$ cat config.mk
export PLATFORM = sky130hd
export DESIGN_NAME = aid_diag
export DESIGN_NICKNAME = d
export VERILOG_FILES = /design/src/aid_pad.sv /design/src/aid_pkg.sv /design/src/aid_diag.sv
export SDC_FILE = /design/constraint.sdc
export NUM_CORES = 1
export LEC_CHECK = 0
export BUFFER_PORTS_ARGS = -buffer_cell sky130_fd_sc_hd__buf_2
export CAP_MARGIN = 20
export CORE_AREA = 3 3 181 183
export DETAILED_ROUTE_END_ITERATION = 10
export DIE_AREA = 0 0 184 186
export GPL_ROUTABILITY_DRIVEN = 0
export GPL_TIMING_DRIVEN = 0
export PLACE_DENSITY = 0.66
export SLEW_MARGIN = 20
export SYNTH_ARGS = -nofsm -noshare
export SYNTH_HDL_FRONTEND = slang
export SYNTH_SLANG_ARGS = --single-unit
$ cat constraint.sdc
create_clock -name i_clock -period 2.9 [get_ports i_clock]
set_input_delay 0.145 -clock i_clock [delete_from_list [all_inputs] [get_ports i_clock]]
set_output_delay 0.145 -clock i_clock [all_outputs]
set_load 0.02 [all_outputs]
$ cat src/aid_pad.sv
// aid_pad: holds no logic; every design process lives in aid_diag
`default_nettype none
`default_nettype wire

$ cat src/aid_pkg.sv
// aid_pkg: constants and carriers for the analog input diagnostic block
`default_nettype none
package aid_pkg;
  // ---------------------------------------------------------------
  // channel and record geometry
  // ---------------------------------------------------------------
  localparam int AID_NUM_CH = 8;
  localparam int AID_VAL_W = 16;
  localparam int AID_IDX_W = 5;
  // ---------------------------------------------------------------
  // register indices (byte address = index * 4)
  // ---------------------------------------------------------------
  localparam logic [4:0] IDX_FAULT_SUMMARY = 5'h00;
  localparam logic [4:0] IDX_CLASS_INFO = 5'h01;
  localparam logic [4:0] IDX_BASIC_SPARE = 5'h02;
  localparam logic [4:0] IDX_IRQ_LOSS = 5'h03;
  localparam logic [4:0] IDX_CHAN_TYPE = 5'h04;
  localparam logic [4:0] IDX_DIAG_BITS = 5'h05;
  localparam logic [4:0] IDX_CHAN_COUNT = 5'h06;
  localparam logic [4:0] IDX_CHAN_ERR_VEC = 5'h07;
  localparam logic [4:0] IDX_CHAN0_DETAIL = 5'h08;
  localparam logic [4:0] IDX_CHAN7_DETAIL = 5'h0f;
  localparam logic [4:0] IDX_CONTROL = 5'h10;
  localparam logic [4:0] IDX_BASE_ADDR = 5'h11;
  localparam logic [4:0] IDX_DIAG_DONE = 5'h12;
  localparam logic [4:0] IDX_PROC_DONE = 5'h13;
  localparam logic [4:0] IDX_PROC_DATA = 5'h14;
  localparam logic [4:0] IDX_STATUS = 5'h15;
  // ---------------------------------------------------------------
  // fixed record contents and field positions
  // ---------------------------------------------------------------
  localparam logic [7:0] CLASS_INFO_VAL = 8'h15;
  localparam logic [7:0] CHAN_TYPE_VAL = 8'h71;
  localparam logic [7:0] DIAG_BITS_VAL = 8'h08;
  localparam logic [7:0] CHAN_COUNT_VAL = 8'h08;
  localparam int B0_MODULE = 0;
  localparam int B0_INTERNAL = 1;
  localparam int B0_EXTERNAL = 2;
  localparam int B0_CHANNEL = 3;
  localparam int B0_SUPPLY = 4;
  localparam int B0_PARAM = 7;
  localparam int B3_LOST = 6;
  localparam int DET_PERR = 0;
  localparam int DET_UNF = 6;
  localparam int DET_OVF = 7;
  localparam int PD_EOC = 3;
  // control register bits
  localparam int CTL_DIAG_EN = 0;
  localparam int CTL_LIM_OVF_EN = 1;
  localparam int CTL_LIM_UNF_EN = 2;
  localparam int CTL_EOC_EN = 3;
  localparam int CTL_RECORD = 4;
  localparam logic [7:0] CTL_RESET = 8'h00;
  localparam logic [15:0] BASE_ADDR_RESET = 16'h0000;
  // substitute measured values
  localparam logic [15:0] VAL_HIGH_SUB = 16'h7fff;
  localparam logic [15:0] VAL_LOW_SUB = 16'h8000;
  // ---------------------------------------------------------------
  // carriers
  // ---------------------------------------------------------------
  typedef struct packed {
    logic ovf;
    logic unf;
    logic perr;
  } aid_chan_stat_t;
  typedef struct packed {
    logic [7:0] spare;
    logic [7:0] eoc_byte;
    logic [7:0] lim_unf;
    logic [7:0] lim_ovf;
  } aid_proc_data_t;
  typedef struct packed {
    logic [7:0][7:0] detail;
    logic [7:0] chan_err;
    logic [7:0] lost;
    logic [7:0] summary;
  } aid_diag_rec_t;
endpackage : aid_pkg
`default_nettype wire

$ cat src/aid_diag.sv
// aid_diag: analog input diagnostic records, substitution and interrupts
// Functional notes
// - overflow, parameter error or missing supply report value 7fffh.
// - underflow reports value 8000h.
// - group fault indicator lights only with diagnostic interrupt enabled.
// - enabled error sends the four-byte basic record to host.
// - sixteen-byte extended record readable; first four bytes repeat basic.
// - record contents stay frozen until host finishes the handler.
// - byte 0 holds module, internal, external, channel, supply, parameter flags.
// - byte 1 reads 15h: analog class plus channel info present.
// - byte 3 bit 6 flags a lost process interrupt; rest zero.
// - byte 4 reads 71h, analog input, no further channel types.
// - byte 5 reads 08h diagnostic bits per channel.
// - byte 6 reads 08h similar channels.
// - byte 7 holds one error flag per channel.
// - bytes 8..15 give parameter error, underflow, overflow per channel.
// - no process interrupts in recording mode.
// - process interrupts only for enabled limit or end-of-cycle causes.
// - process interrupt presents the module base address.
// - diagnostic interrupt on error arrival and again on its clearing.
// - process data: overflow byte 0, underflow byte 1, cycle end byte 2 bit 3.
`default_nettype none
module aid_diag #(
  parameter int NUM_CH = aid_pkg::AID_NUM_CH
) (
  // clock and reset
  input wire logic i_clock,
  input wire logic i_rst_n,
  // wishbone slave
  input wire logic i_wb_cyc,
  input wire logic i_wb_stb,
  input wire logic i_wb_we,
  input wire logic [6:0] i_wb_adr,
  input wire logic [3:0] i_wb_sel,
  input wire logic [31:0] i_wb_dat,
  output logic [31:0] o_wb_dat,
  output logic o_wb_ack,
  // measurement side
  input wire logic [7:0][15:0] i_meas_value,
  input wire aid_pkg::aid_chan_stat_t [7:0] i_chan_stat,
  input wire logic i_supply_missing,
  input wire logic [7:0] i_limit_ovf,
  input wire logic [7:0] i_limit_unf,
  input wire logic i_cycle_end,
  // host side
  output logic [7:0][15:0] o_meas_value,
  output logic o_group_fault_indicator,
  output logic o_diag_irq,
  output logic [31:0] o_diag_basic,
  output logic o_proc_irq,
  output logic [15:0] o_proc_base_addr,
  output aid_pkg::aid_proc_data_t o_proc_data
);
  import aid_pkg::*;

  if (NUM_CH != 8) begin : g_bad_ch
    $error("aid_diag serves exactly eight channels");
  end

  // ---------------------------------------------------------------
  // helpers
  // ---------------------------------------------------------------
  function automatic logic [15:0] subst_value(input logic [15:0] raw,
                                               input aid_chan_stat_t st,
                                               input logic supply_miss);
    logic [15:0] v;
    v = raw;
    if (st.unf) begin
      v = VAL_LOW_SUB;
    end
    if (st.ovf || st.perr || supply_miss) begin
      v = VAL_HIGH_SUB;
    end
    return v;
  endfunction : subst_value

  function automatic logic [7:0] detail_byte(input aid_chan_stat_t st);
    logic [7:0] d;
    d = 8'h00;
    d[DET_PERR] = st.perr;
    d[DET_UNF] = st.unf;
    d[DET_OVF] = st.ovf;
    return d;
  endfunction : detail_byte

  // ---------------------------------------------------------------
  // supply pin synchroniser
  // ---------------------------------------------------------------
  logic supply_meta_r;
  logic supply_miss_r;
  always_ff @(posedge i_clock) begin
    if (!i_rst_n) begin
      supply_meta_r <= 1'b0;
      supply_miss_r <= 1'b0;
    end else begin
      supply_meta_r <= i_supply_missing;
      supply_miss_r <= supply_meta_r;
    end
  end

  // ---------------------------------------------------------------
  // wishbone decode
  // ---------------------------------------------------------------
  logic [4:0] idx;
  logic wb_req;
  logic wb_wr;
  assign idx = i_wb_adr[6:2];
  assign wb_req = i_wb_cyc && i_wb_stb && !o_wb_ack;
  assign wb_wr = wb_req && i_wb_we && i_wb_sel[0];

  logic [7:0] ctl_r;
  logic [15:0] base_r;
  logic diag_done;
  logic proc_done;
  assign diag_done = wb_wr && (idx == IDX_DIAG_DONE) && i_wb_dat[0];
  assign proc_done = wb_wr && (idx == IDX_PROC_DONE) && i_wb_dat[0];

  always_ff @(posedge i_clock) begin
    if (!i_rst_n) begin
      ctl_r <= CTL_RESET;
      base_r <= BASE_ADDR_RESET;
    end else if (wb_req && i_wb_we) begin
      if (idx == IDX_CONTROL && i_wb_sel[0]) begin
        ctl_r <= i_wb_dat[7:0];
      end
      if (idx == IDX_BASE_ADDR) begin
        if (i_wb_sel[0]) begin
          base_r[7:0] <= i_wb_dat[7:0];
        end
        if (i_wb_sel[1]) begin
          base_r[15:8] <= i_wb_dat[15:8];
        end
      end
    end
  end

  // ---------------------------------------------------------------
  // measured value substitution
  // ---------------------------------------------------------------
  always_ff @(posedge i_clock) begin
    if (!i_rst_n) begin
      o_meas_value <= '0;
    end else begin
      for (int c = 0; c < 8; c++) begin
        o_meas_value[c] <= subst_value(i_meas_value[c], i_chan_stat[c], supply_miss_r);
      end
    end
  end

  // ---------------------------------------------------------------
  // live diagnostic picture
  // ---------------------------------------------------------------
  logic lost_r;
  aid_diag_rec_t live;
  always_comb begin
    live = '0;
    for (int c = 0; c < 8; c++) begin
      live.detail[c] = detail_byte(i_chan_stat[c]);
      live.chan_err[c] = |live.detail[c];
    end
    live.summary[B0_CHANNEL] = |live.chan_err;
    live.summary[B0_SUPPLY] = supply_miss_r;
    live.summary[B0_INTERNAL] = lost_r;
    live.summary[B0_EXTERNAL] = supply_miss_r;
    for (int c = 0; c < 8; c++) begin
      live.summary[B0_PARAM] = live.summary[B0_PARAM] | i_chan_stat[c].perr;
    end
    live.summary[B0_MODULE] = |live.chan_err | supply_miss_r | lost_r;
    live.lost[B3_LOST] = lost_r;
  end

  // ---------------------------------------------------------------
  // frozen record and diagnostic interrupt
  // ---------------------------------------------------------------
  aid_diag_rec_t rec_r;
  logic diag_en;
  logic diag_evt;
  assign diag_en = ctl_r[CTL_DIAG_EN];
  // arrival and clearing both differ from the record
  assign diag_evt = diag_en && !o_diag_irq && (live != rec_r);

  always_ff @(posedge i_clock) begin
    if (!i_rst_n) begin
      rec_r <= '0;
    end else if (!o_diag_irq) begin
      rec_r <= live;
    end
  end

  always_ff @(posedge i_clock) begin
    if (!i_rst_n) begin
      o_diag_irq <= 1'b0;
      o_diag_basic <= '0;
    end else if (diag_evt) begin
      o_diag_irq <= 1'b1;
      o_diag_basic <= {live.lost, 8'h00, CLASS_INFO_VAL, live.summary};
    end else if (diag_done) begin
      o_diag_irq <= 1'b0;
    end
  end

  always_ff @(posedge i_clock) begin
    if (!i_rst_n) begin
      o_group_fault_indicator <= 1'b0;
    end else begin
      o_group_fault_indicator <= diag_en && (|rec_r.summary || |rec_r.lost);
    end
  end

  // ---------------------------------------------------------------
  // process interrupt
  // ---------------------------------------------------------------
  aid_proc_data_t proc_nxt;
  logic proc_evt;
  always_comb begin
    proc_nxt = '0;
    proc_nxt.lim_ovf = ctl_r[CTL_LIM_OVF_EN] ? i_limit_ovf : 8'h00;
    proc_nxt.lim_unf = ctl_r[CTL_LIM_UNF_EN] ? i_limit_unf : 8'h00;
    proc_nxt.eoc_byte[PD_EOC] = ctl_r[CTL_EOC_EN] && i_cycle_end;
  end
  assign proc_evt = !ctl_r[CTL_RECORD] && (proc_nxt != '0);

  always_ff @(posedge i_clock) begin
    if (!i_rst_n) begin
      o_proc_irq <= 1'b0;
      o_proc_data <= '0;
      o_proc_base_addr <= BASE_ADDR_RESET;
    // a cause in the done cycle reloads at once instead of vanishing
    end else if (proc_evt && (!o_proc_irq || proc_done)) begin
      o_proc_irq <= 1'b1;
      o_proc_data <= proc_nxt;
      o_proc_base_addr <= base_r;
    end else if (proc_done) begin
      o_proc_irq <= 1'b0;
    end
  end

  // lost flag: a new event while one is pending; set wins over clear
  always_ff @(posedge i_clock) begin
    if (!i_rst_n) begin
      lost_r <= 1'b0;
    end else if (proc_evt && o_proc_irq && !proc_done) begin
      lost_r <= 1'b1;
    end else if (diag_done) begin
      lost_r <= 1'b0;
    end
  end

  // ---------------------------------------------------------------
  // register read
  // ---------------------------------------------------------------
  logic [31:0] rd_nxt;
  always_comb begin
    rd_nxt = 32'h0000_0000;
    case (idx)
      IDX_FAULT_SUMMARY: rd_nxt[7:0] = rec_r.summary;
      IDX_CLASS_INFO: rd_nxt[7:0] = CLASS_INFO_VAL;
      IDX_BASIC_SPARE: rd_nxt[7:0] = 8'h00;
      IDX_IRQ_LOSS: rd_nxt[7:0] = rec_r.lost;
      IDX_CHAN_TYPE: rd_nxt[7:0] = CHAN_TYPE_VAL;
      IDX_DIAG_BITS: rd_nxt[7:0] = DIAG_BITS_VAL;
      IDX_CHAN_COUNT: rd_nxt[7:0] = CHAN_COUNT_VAL;
      IDX_CHAN_ERR_VEC: rd_nxt[7:0] = rec_r.chan_err;
      IDX_CONTROL: rd_nxt[7:0] = ctl_r;
      IDX_BASE_ADDR: rd_nxt[15:0] = base_r;
      IDX_PROC_DATA: rd_nxt = o_proc_data;
      IDX_STATUS: rd_nxt[2:0] = {lost_r, o_proc_irq, o_diag_irq};
      default: begin
        if (idx >= IDX_CHAN0_DETAIL && idx <= IDX_CHAN7_DETAIL) begin
          rd_nxt[7:0] = rec_r.detail[idx[2:0]];
        end
      end
    endcase
  end

  always_ff @(posedge i_clock) begin
    if (!i_rst_n) begin
      o_wb_ack <= 1'b0;
      o_wb_dat <= '0;
    end else begin
      o_wb_ack <= wb_req;
      if (wb_req && !i_wb_we) begin
        o_wb_dat <= rd_nxt;
      end
    end
  end
endmodule : aid_diag
`default_nettype wire

; ---- Yosys cells after proc, flatten, opt, wreduce, memory -nomap -nowiden
; Cells that the tools add are included.
; W data, S select, Z words.
[classes]
order_cmp = 3
n_eq_ne = 14
mux = 30
bitwise_logic = 10
reduce_logical = 72
[ops]
columns = operator, count
row1 = $mux W16, 8
row2 = $mux W15, 8
row3 = $pmux W5 S10, 1
row4 = $ne A39 B39 Y1, 1
row5 = $mux W8, 4
row6 = $reduce_bool A32 Y1, 1
row7 = $eq A5 B5 Y1 const B, 6
row8 = $pmux W3 S9, 1
row9 = $bmux W8 S3, 1
row10 = $reduce_or A24 Y1, 1
row11 = $reduce_or A3 Y1, 8
row12 = $eq A5 B3 Y1 const B, 4
row13 = $reduce_or A2 Y1, 10
row14 = $logic_and A1 B1 Y1, 19
row15 = $logic_or A1 B1 Y1, 18
row16 = $pmux W8 S2, 1
row17 = $eq A5 B2 Y1 const B, 2
row18 = $or A1 B1 Y1, 9
row19 = $logic_not A1 Y1, 6
row20 = $reduce_and A3 Y1, 2
row21 = $reduce_bool A2 Y1, 3
row22 = $reduce_or A6 Y1, 1
row23 = $eq A5 B1 Y1 const B, 1
row24 = $ge A5 B4 Y1 const B, 1
row25 = 8 further kinds, 12
[totals]
regBits = 273
out_inout_bits = 244
wordCells = 172

; ---- Logic depth before layout (Yosys ltp)
[logic_depth]
word_depth = 10
mapped_depth = 9
ltp_nobuf = 6

; ---- Worst setup path after synthesis
; Ideal clock, no wire load.
[synth_timing]
path_kind = reg-to-reg
from = register o_wb_ack
to = register o_proc_data[14] (netlist bit)
setup_time_ps = 71
arrival_ps = 1796
t_required_ps = 2829
slack_ps = 1034
path_stages_with_launch = 10
path_buffers = 3
period_less_slack_ps = 1866
path_cell_list = dfxtp_1 -> and3b_1 -> clkbuf_1 -> nand4_1 -> o21ai_1 -> and2_1 -> clkbuf_1 -> buf_2 -> nand3_1 -> a21oi_1
[synth_between]
elab_chain_len = 8
[synth_rtl]
columns = item, line_no
row1 = start: declaration, aid_diag.sv:37  ; output logic o_wb_ack,
row2 = start signal: assignment, aid_diag.sv:281  ; o_wb_ack <= wb_req;
row3 = $logic_not A1 Y1, aid_diag.sv:108  ; assign wb_req = i_wb_cyc && i_wb_stb && !o_wb_ack;
row4 = $logic_and A1 B1 Y1, aid_diag.sv:108
row5 = $logic_and A1 B1 Y1 (2 in a row), aid_diag.sv:109  ; assign wb_wr = wb_req && i_wb_we && i_wb_sel[0];
row6 = $logic_and A1 B1 Y1 (2 in a row), aid_diag.sv:116  ; assign proc_done = wb_wr && (idx == IDX_PROC_DONE) && i_wb_dat[0];
row7 = $logic_or A1 B1 Y1, aid_diag.sv:229  ; end else if (proc_evt && (!o_proc_irq || proc_done)) begin
row8 = $logic_and A1 B1 Y1, aid_diag.sv:229
row9 = end signal: assignment, aid_diag.sv:231  ; o_proc_data <= proc_nxt;
row10 = end: declaration, aid_diag.sv:52  ; output aid_pkg::aid_proc_data_t o_proc_data
; No other way between the ends.
; A chain may end at the register's enable or synchronous reset.

; ---- Worst setup path in the final report
[layout_timing]
from = input i_rst_n
to = register o_meas_value[49] (netlist bit)
[layout_lines]
columns = item, line_no
row1 = start: declaration, aid_diag.sv:28  ; input wire logic i_rst_n,
row2 = end signal: indexed assignment, aid_diag.sv:145  ; o_meas_value[c] <= subst_value(i_meas_value[c], i_chan_stat[c], supply_miss_r);
row3 = end: declaration, aid_diag.sv:46  ; output logic [7:0][15:0] o_meas_value,
; No word-level cell between the ends.

==> impl_metrics.toml <==
[power]
p_seq_frac = 0.436
clock_power_share = 0.405
power_density_nw_per_um2 = 530
combPwrFrac = 0.159
switching_share = 0.267
power_leakage_nw = 6.99
p_int_w = 0.00620
switchingPower_w = 0.00226
peakVddDrop_v = 0.000520

[finish]
fill_cells = 2854
final_core_util = 0.509
layout_common_cells = "390 x buf_2, 252 x dfxtp_1, 203 x a21oi_1"
antenna_cells = 0
drive_gt1_frac = 0.283
syn2layout_area_growth_pct = 51.9
nets = 2037
multi_input_area_um2 = 4860
final_common_cell = "buf_2"
seqCellArea_um2 = 5040

[status]
outcome = "finished, violations left"
violations = "hold timing"

[sta]
fmax_ghz = 0.405
min_period_ns = 2.47
worst_pin_slew_ns = 1.13
period_share = 0.852
rsz0062_at_grt = "false"
setup-violations-final = 0
fin_skew_ns = 0.00962
slew_viol_final = 0
hold_ws_ns = -0.000505
relSlewSlack = 0.248
hold_viol_final = 1
setup_tns_ns = 0

[floorplanning]
start_util = 0.335
die_area_um2 = 34200
die_y_um = 186
fp-row-count = 65
fp.dieW_um = 184
core_um2 = 31400
io_pins = 462

[worst_setup_path]
critPathCapture = "o_meas_value[49]"
reg2regPathDepth = 4
worstReg2RegEnd = "o_meas_value[4]"
timing.rr.start = "supply_miss_r"
worstSetupPathType = "input port to flip-flop"
cp.arrival_ns = 2.83
crit_start = "i_rst_n"
startpoint_type = "input port"
endpoint_kind = "flip-flop"
cp_max_fo = 10
regToRegSetupSlack_ns = 0.53
worstPathRequired_ns = 3.26

[yosys]
synthCells = 1159
synth.distinct_cells = 69
yosysSeqAreaShare = 0.480
synthSimpleGateAreaFrac = 0.212
synth-main-ff-cell = "dfxtp_1"
ys_ff_latch = 252
ys_async_sr_fraction = 0
syn_area_per_cell_um2 = 9.07
synth_xor_area_frac = 0.0292
synth_edf_count = 0
synth_adder_area_share = 0
syn_area_um2 = 10500
yosys-mux-area-fraction = 0.0522
ys_warn_count = 0
synth_top_family_by_area = "simple AND/OR/NAND/NOR gates"
synth_compound_area_frac = 0.150

[detailed_routing]
wl_per_cell_um = 18.9
final_antenna_net_count = 0
drt-initial-drc-count = 660
avgViaCountPerCell = 4.92
dr.pass1.iters = 7
route.vias.total = 11000
drc = 0
drt_wl_total_um = 42300

[place]
hpwl_um = 30000
port-buffer-count = 382

[clock_tree]
clock_latency_ns = 0.54
cts-resized-gates = 0
clock-sinks = 252
cts-root-buf = "clkbuf_16"
cts_tree = "yes"
post-cts-setup-buffer-count = 0
cts_inserted_buffers = 28
clk_path_buf_depth = 3
h-tree-depth = 1
clkTransAtPathRegs_ns = 0.06

[global_routing]
grt_overflow = 0
grt_max_degree = 14
grt_pass1_wl_um = 61800
grt_pass1_vias = 11100
grt_usage = 0.231
antenna_found_initial = 2

[job]
max_cap_violations = 0

[worst_hold_path]
hold_path.class = "input port to flip-flop"
through the flow:
stage / total power (W) / hold WS [ns] / instance area (um2) / instances / setup WS, ns
global route: 0.00875 / 0.0161 / 16000 / 2240 / 0.300
CTS: 0.00849 / 0.000840 / 16000 / 2240 / 0.471
floorplan: 0.00441 / 0.272 / 10700 / 1210 / 1.03
global placement: 0.00486 / 0.358 / 13100 / 1994 / 0.311
finish: 0.00847 / -0.000505 / 16000 / 2240 / 0.430
detailed placement: 0.00487 / 0.359 / 13100 / 1994 / 0.462
layout make-up:
cell class                 count  area share
buffer                       143      0.0495
tap                          402      0.0315
sequential                   252       0.316
clock inverter                 9     0.00478
inverter                       3    0.000705
clock buffer                  40      0.0499
timing repair buffer         579       0.243
multi-input combinational    812       0.304
power by group through the flow:
stage	registers [W]	clock network (W)	logic, W
2_1_floorplan	0.00392	0	0.000486
3_3_place_gp	0.00376	0	0.00110
3_5_place_dp	0.00376	0	0.00111
4_1_cts	0.00369	0.00349	0.00132
5_1_grt	0.00371	0.00360	0.00144
6_report	0.00369	0.00343	0.00135
worst min-delay path by stage:
stage	slack, ns	cells past startpoint	endpoint	from
global placement	0.36	2	supply_meta_r	i_supply_missing
detailed placement	0.36	2	supply_meta_r	i_supply_missing
floorplan	0.27	1	supply_meta_r	i_supply_missing
global route	0.02	3	o_meas_value[112]	i_chan_stat[22]
CTS	0.0008	3	o_meas_value[112]	i_chan_stat[22]
finish	-0.0005	3	o_meas_value[112]	i_chan_stat[22]
registers in the layout, summed over array words and instances, names as in the netlist, 6 cells and up:
register	flops
base_r	16
ctl_r	8
o_diag_basic	6
o_meas_value	128
o_proc_base_addr	16
o_proc_data	17
o_wb_dat	17
rec_r	37
worst max-delay path, cell delays in order:
cell and delay (ns):
dlygate4sd3_1 0.54, buf_2 0.15, inv_1 0.06, clkbuf_1 0.60
clkbuf_1 0.61, clkbuf_1 0.55, a21oi_1 0.17
cells in the mapped netlist, drive strengths merged, types with 2 or more instances:
| library cell | instances | share of area |
|---|---|---|
| nand2b | 123 | 0.073 |
| a2111oi | 2 | 0.0023 |
| a31o | 2 | 0.0017 |
| buf | 75 | 0.050 |
| a22o | 2 | 0.0017 |
| o211ai | 2 | 0.0027 |
| nor3b | 6 | 0.0048 |
| or3b | 2 | 0.0017 |
| mux4 | 6 | 0.013 |
| xnor2 | 34 | 0.028 |
| dfxtp | 252 | 0.48 |
| a21oi | 203 | 0.097 |
| nand2 | 85 | 0.030 |
| nor4 | 8 | 0.011 |
| o21a | 2 | 0.0014 |
| a22oi | 5 | 0.0036 |
| o31ai | 3 | 0.0026 |
| mux2 | 2 | 0.0021 |
| nor3 | 31 | 0.019 |
| nand3b | 5 | 0.0036 |
| or4 | 4 | 0.0029 |
| nand4 | 8 | 0.0068 |
| nor2b | 3 | 0.0018 |
| o211a | 9 | 0.0086 |
| nand3 | 38 | 0.019 |
| a32oi | 2 | 0.0017 |
| o2111ai | 2 | 0.0017 |
| o221ai | 4 | 0.0033 |
| a221oi | 11 | 0.0092 |
| and2 | 7 | 0.0042 |
| a31oi | 3 | 0.0018 |
| inv | 3 | 0.0011 |
| and3 | 2 | 0.0012 |
| o21ai | 12 | 0.0057 |
| clkbuf | 68 | 0.025 |
| mux2i | 39 | 0.037 |
| nor2 | 80 | 0.029 |
metal layers:
layer | vias to the layer above | wire length (um) | GRT usage
li1 | 5201 | - | -
met1 | 5142 | 16300 | 0.276
met2 | 582 | 20900 | 0.410
met3 | 83 | 3670 | 0.0532
met4 | 4 | 1400 | 0.0780
met5 | - | 23 | 0
logic make-up (layout without fill, tap and decap cells):
logic type,count (synthesis),count (layout)
muxes,47,47
DFF,252,252
other,1,52
buffers and inverters,146,774
AOI/OAI and AO/OA,270,270
and+or+nand+nor,408,408
xor gates and xnor gates,35,35
timing repair:
action,CTS,global route
hold endpoints to repair,186,0
setup endpoints to repair,0,0
hold buffers,197,0
(Power assumes the default switching activity.)
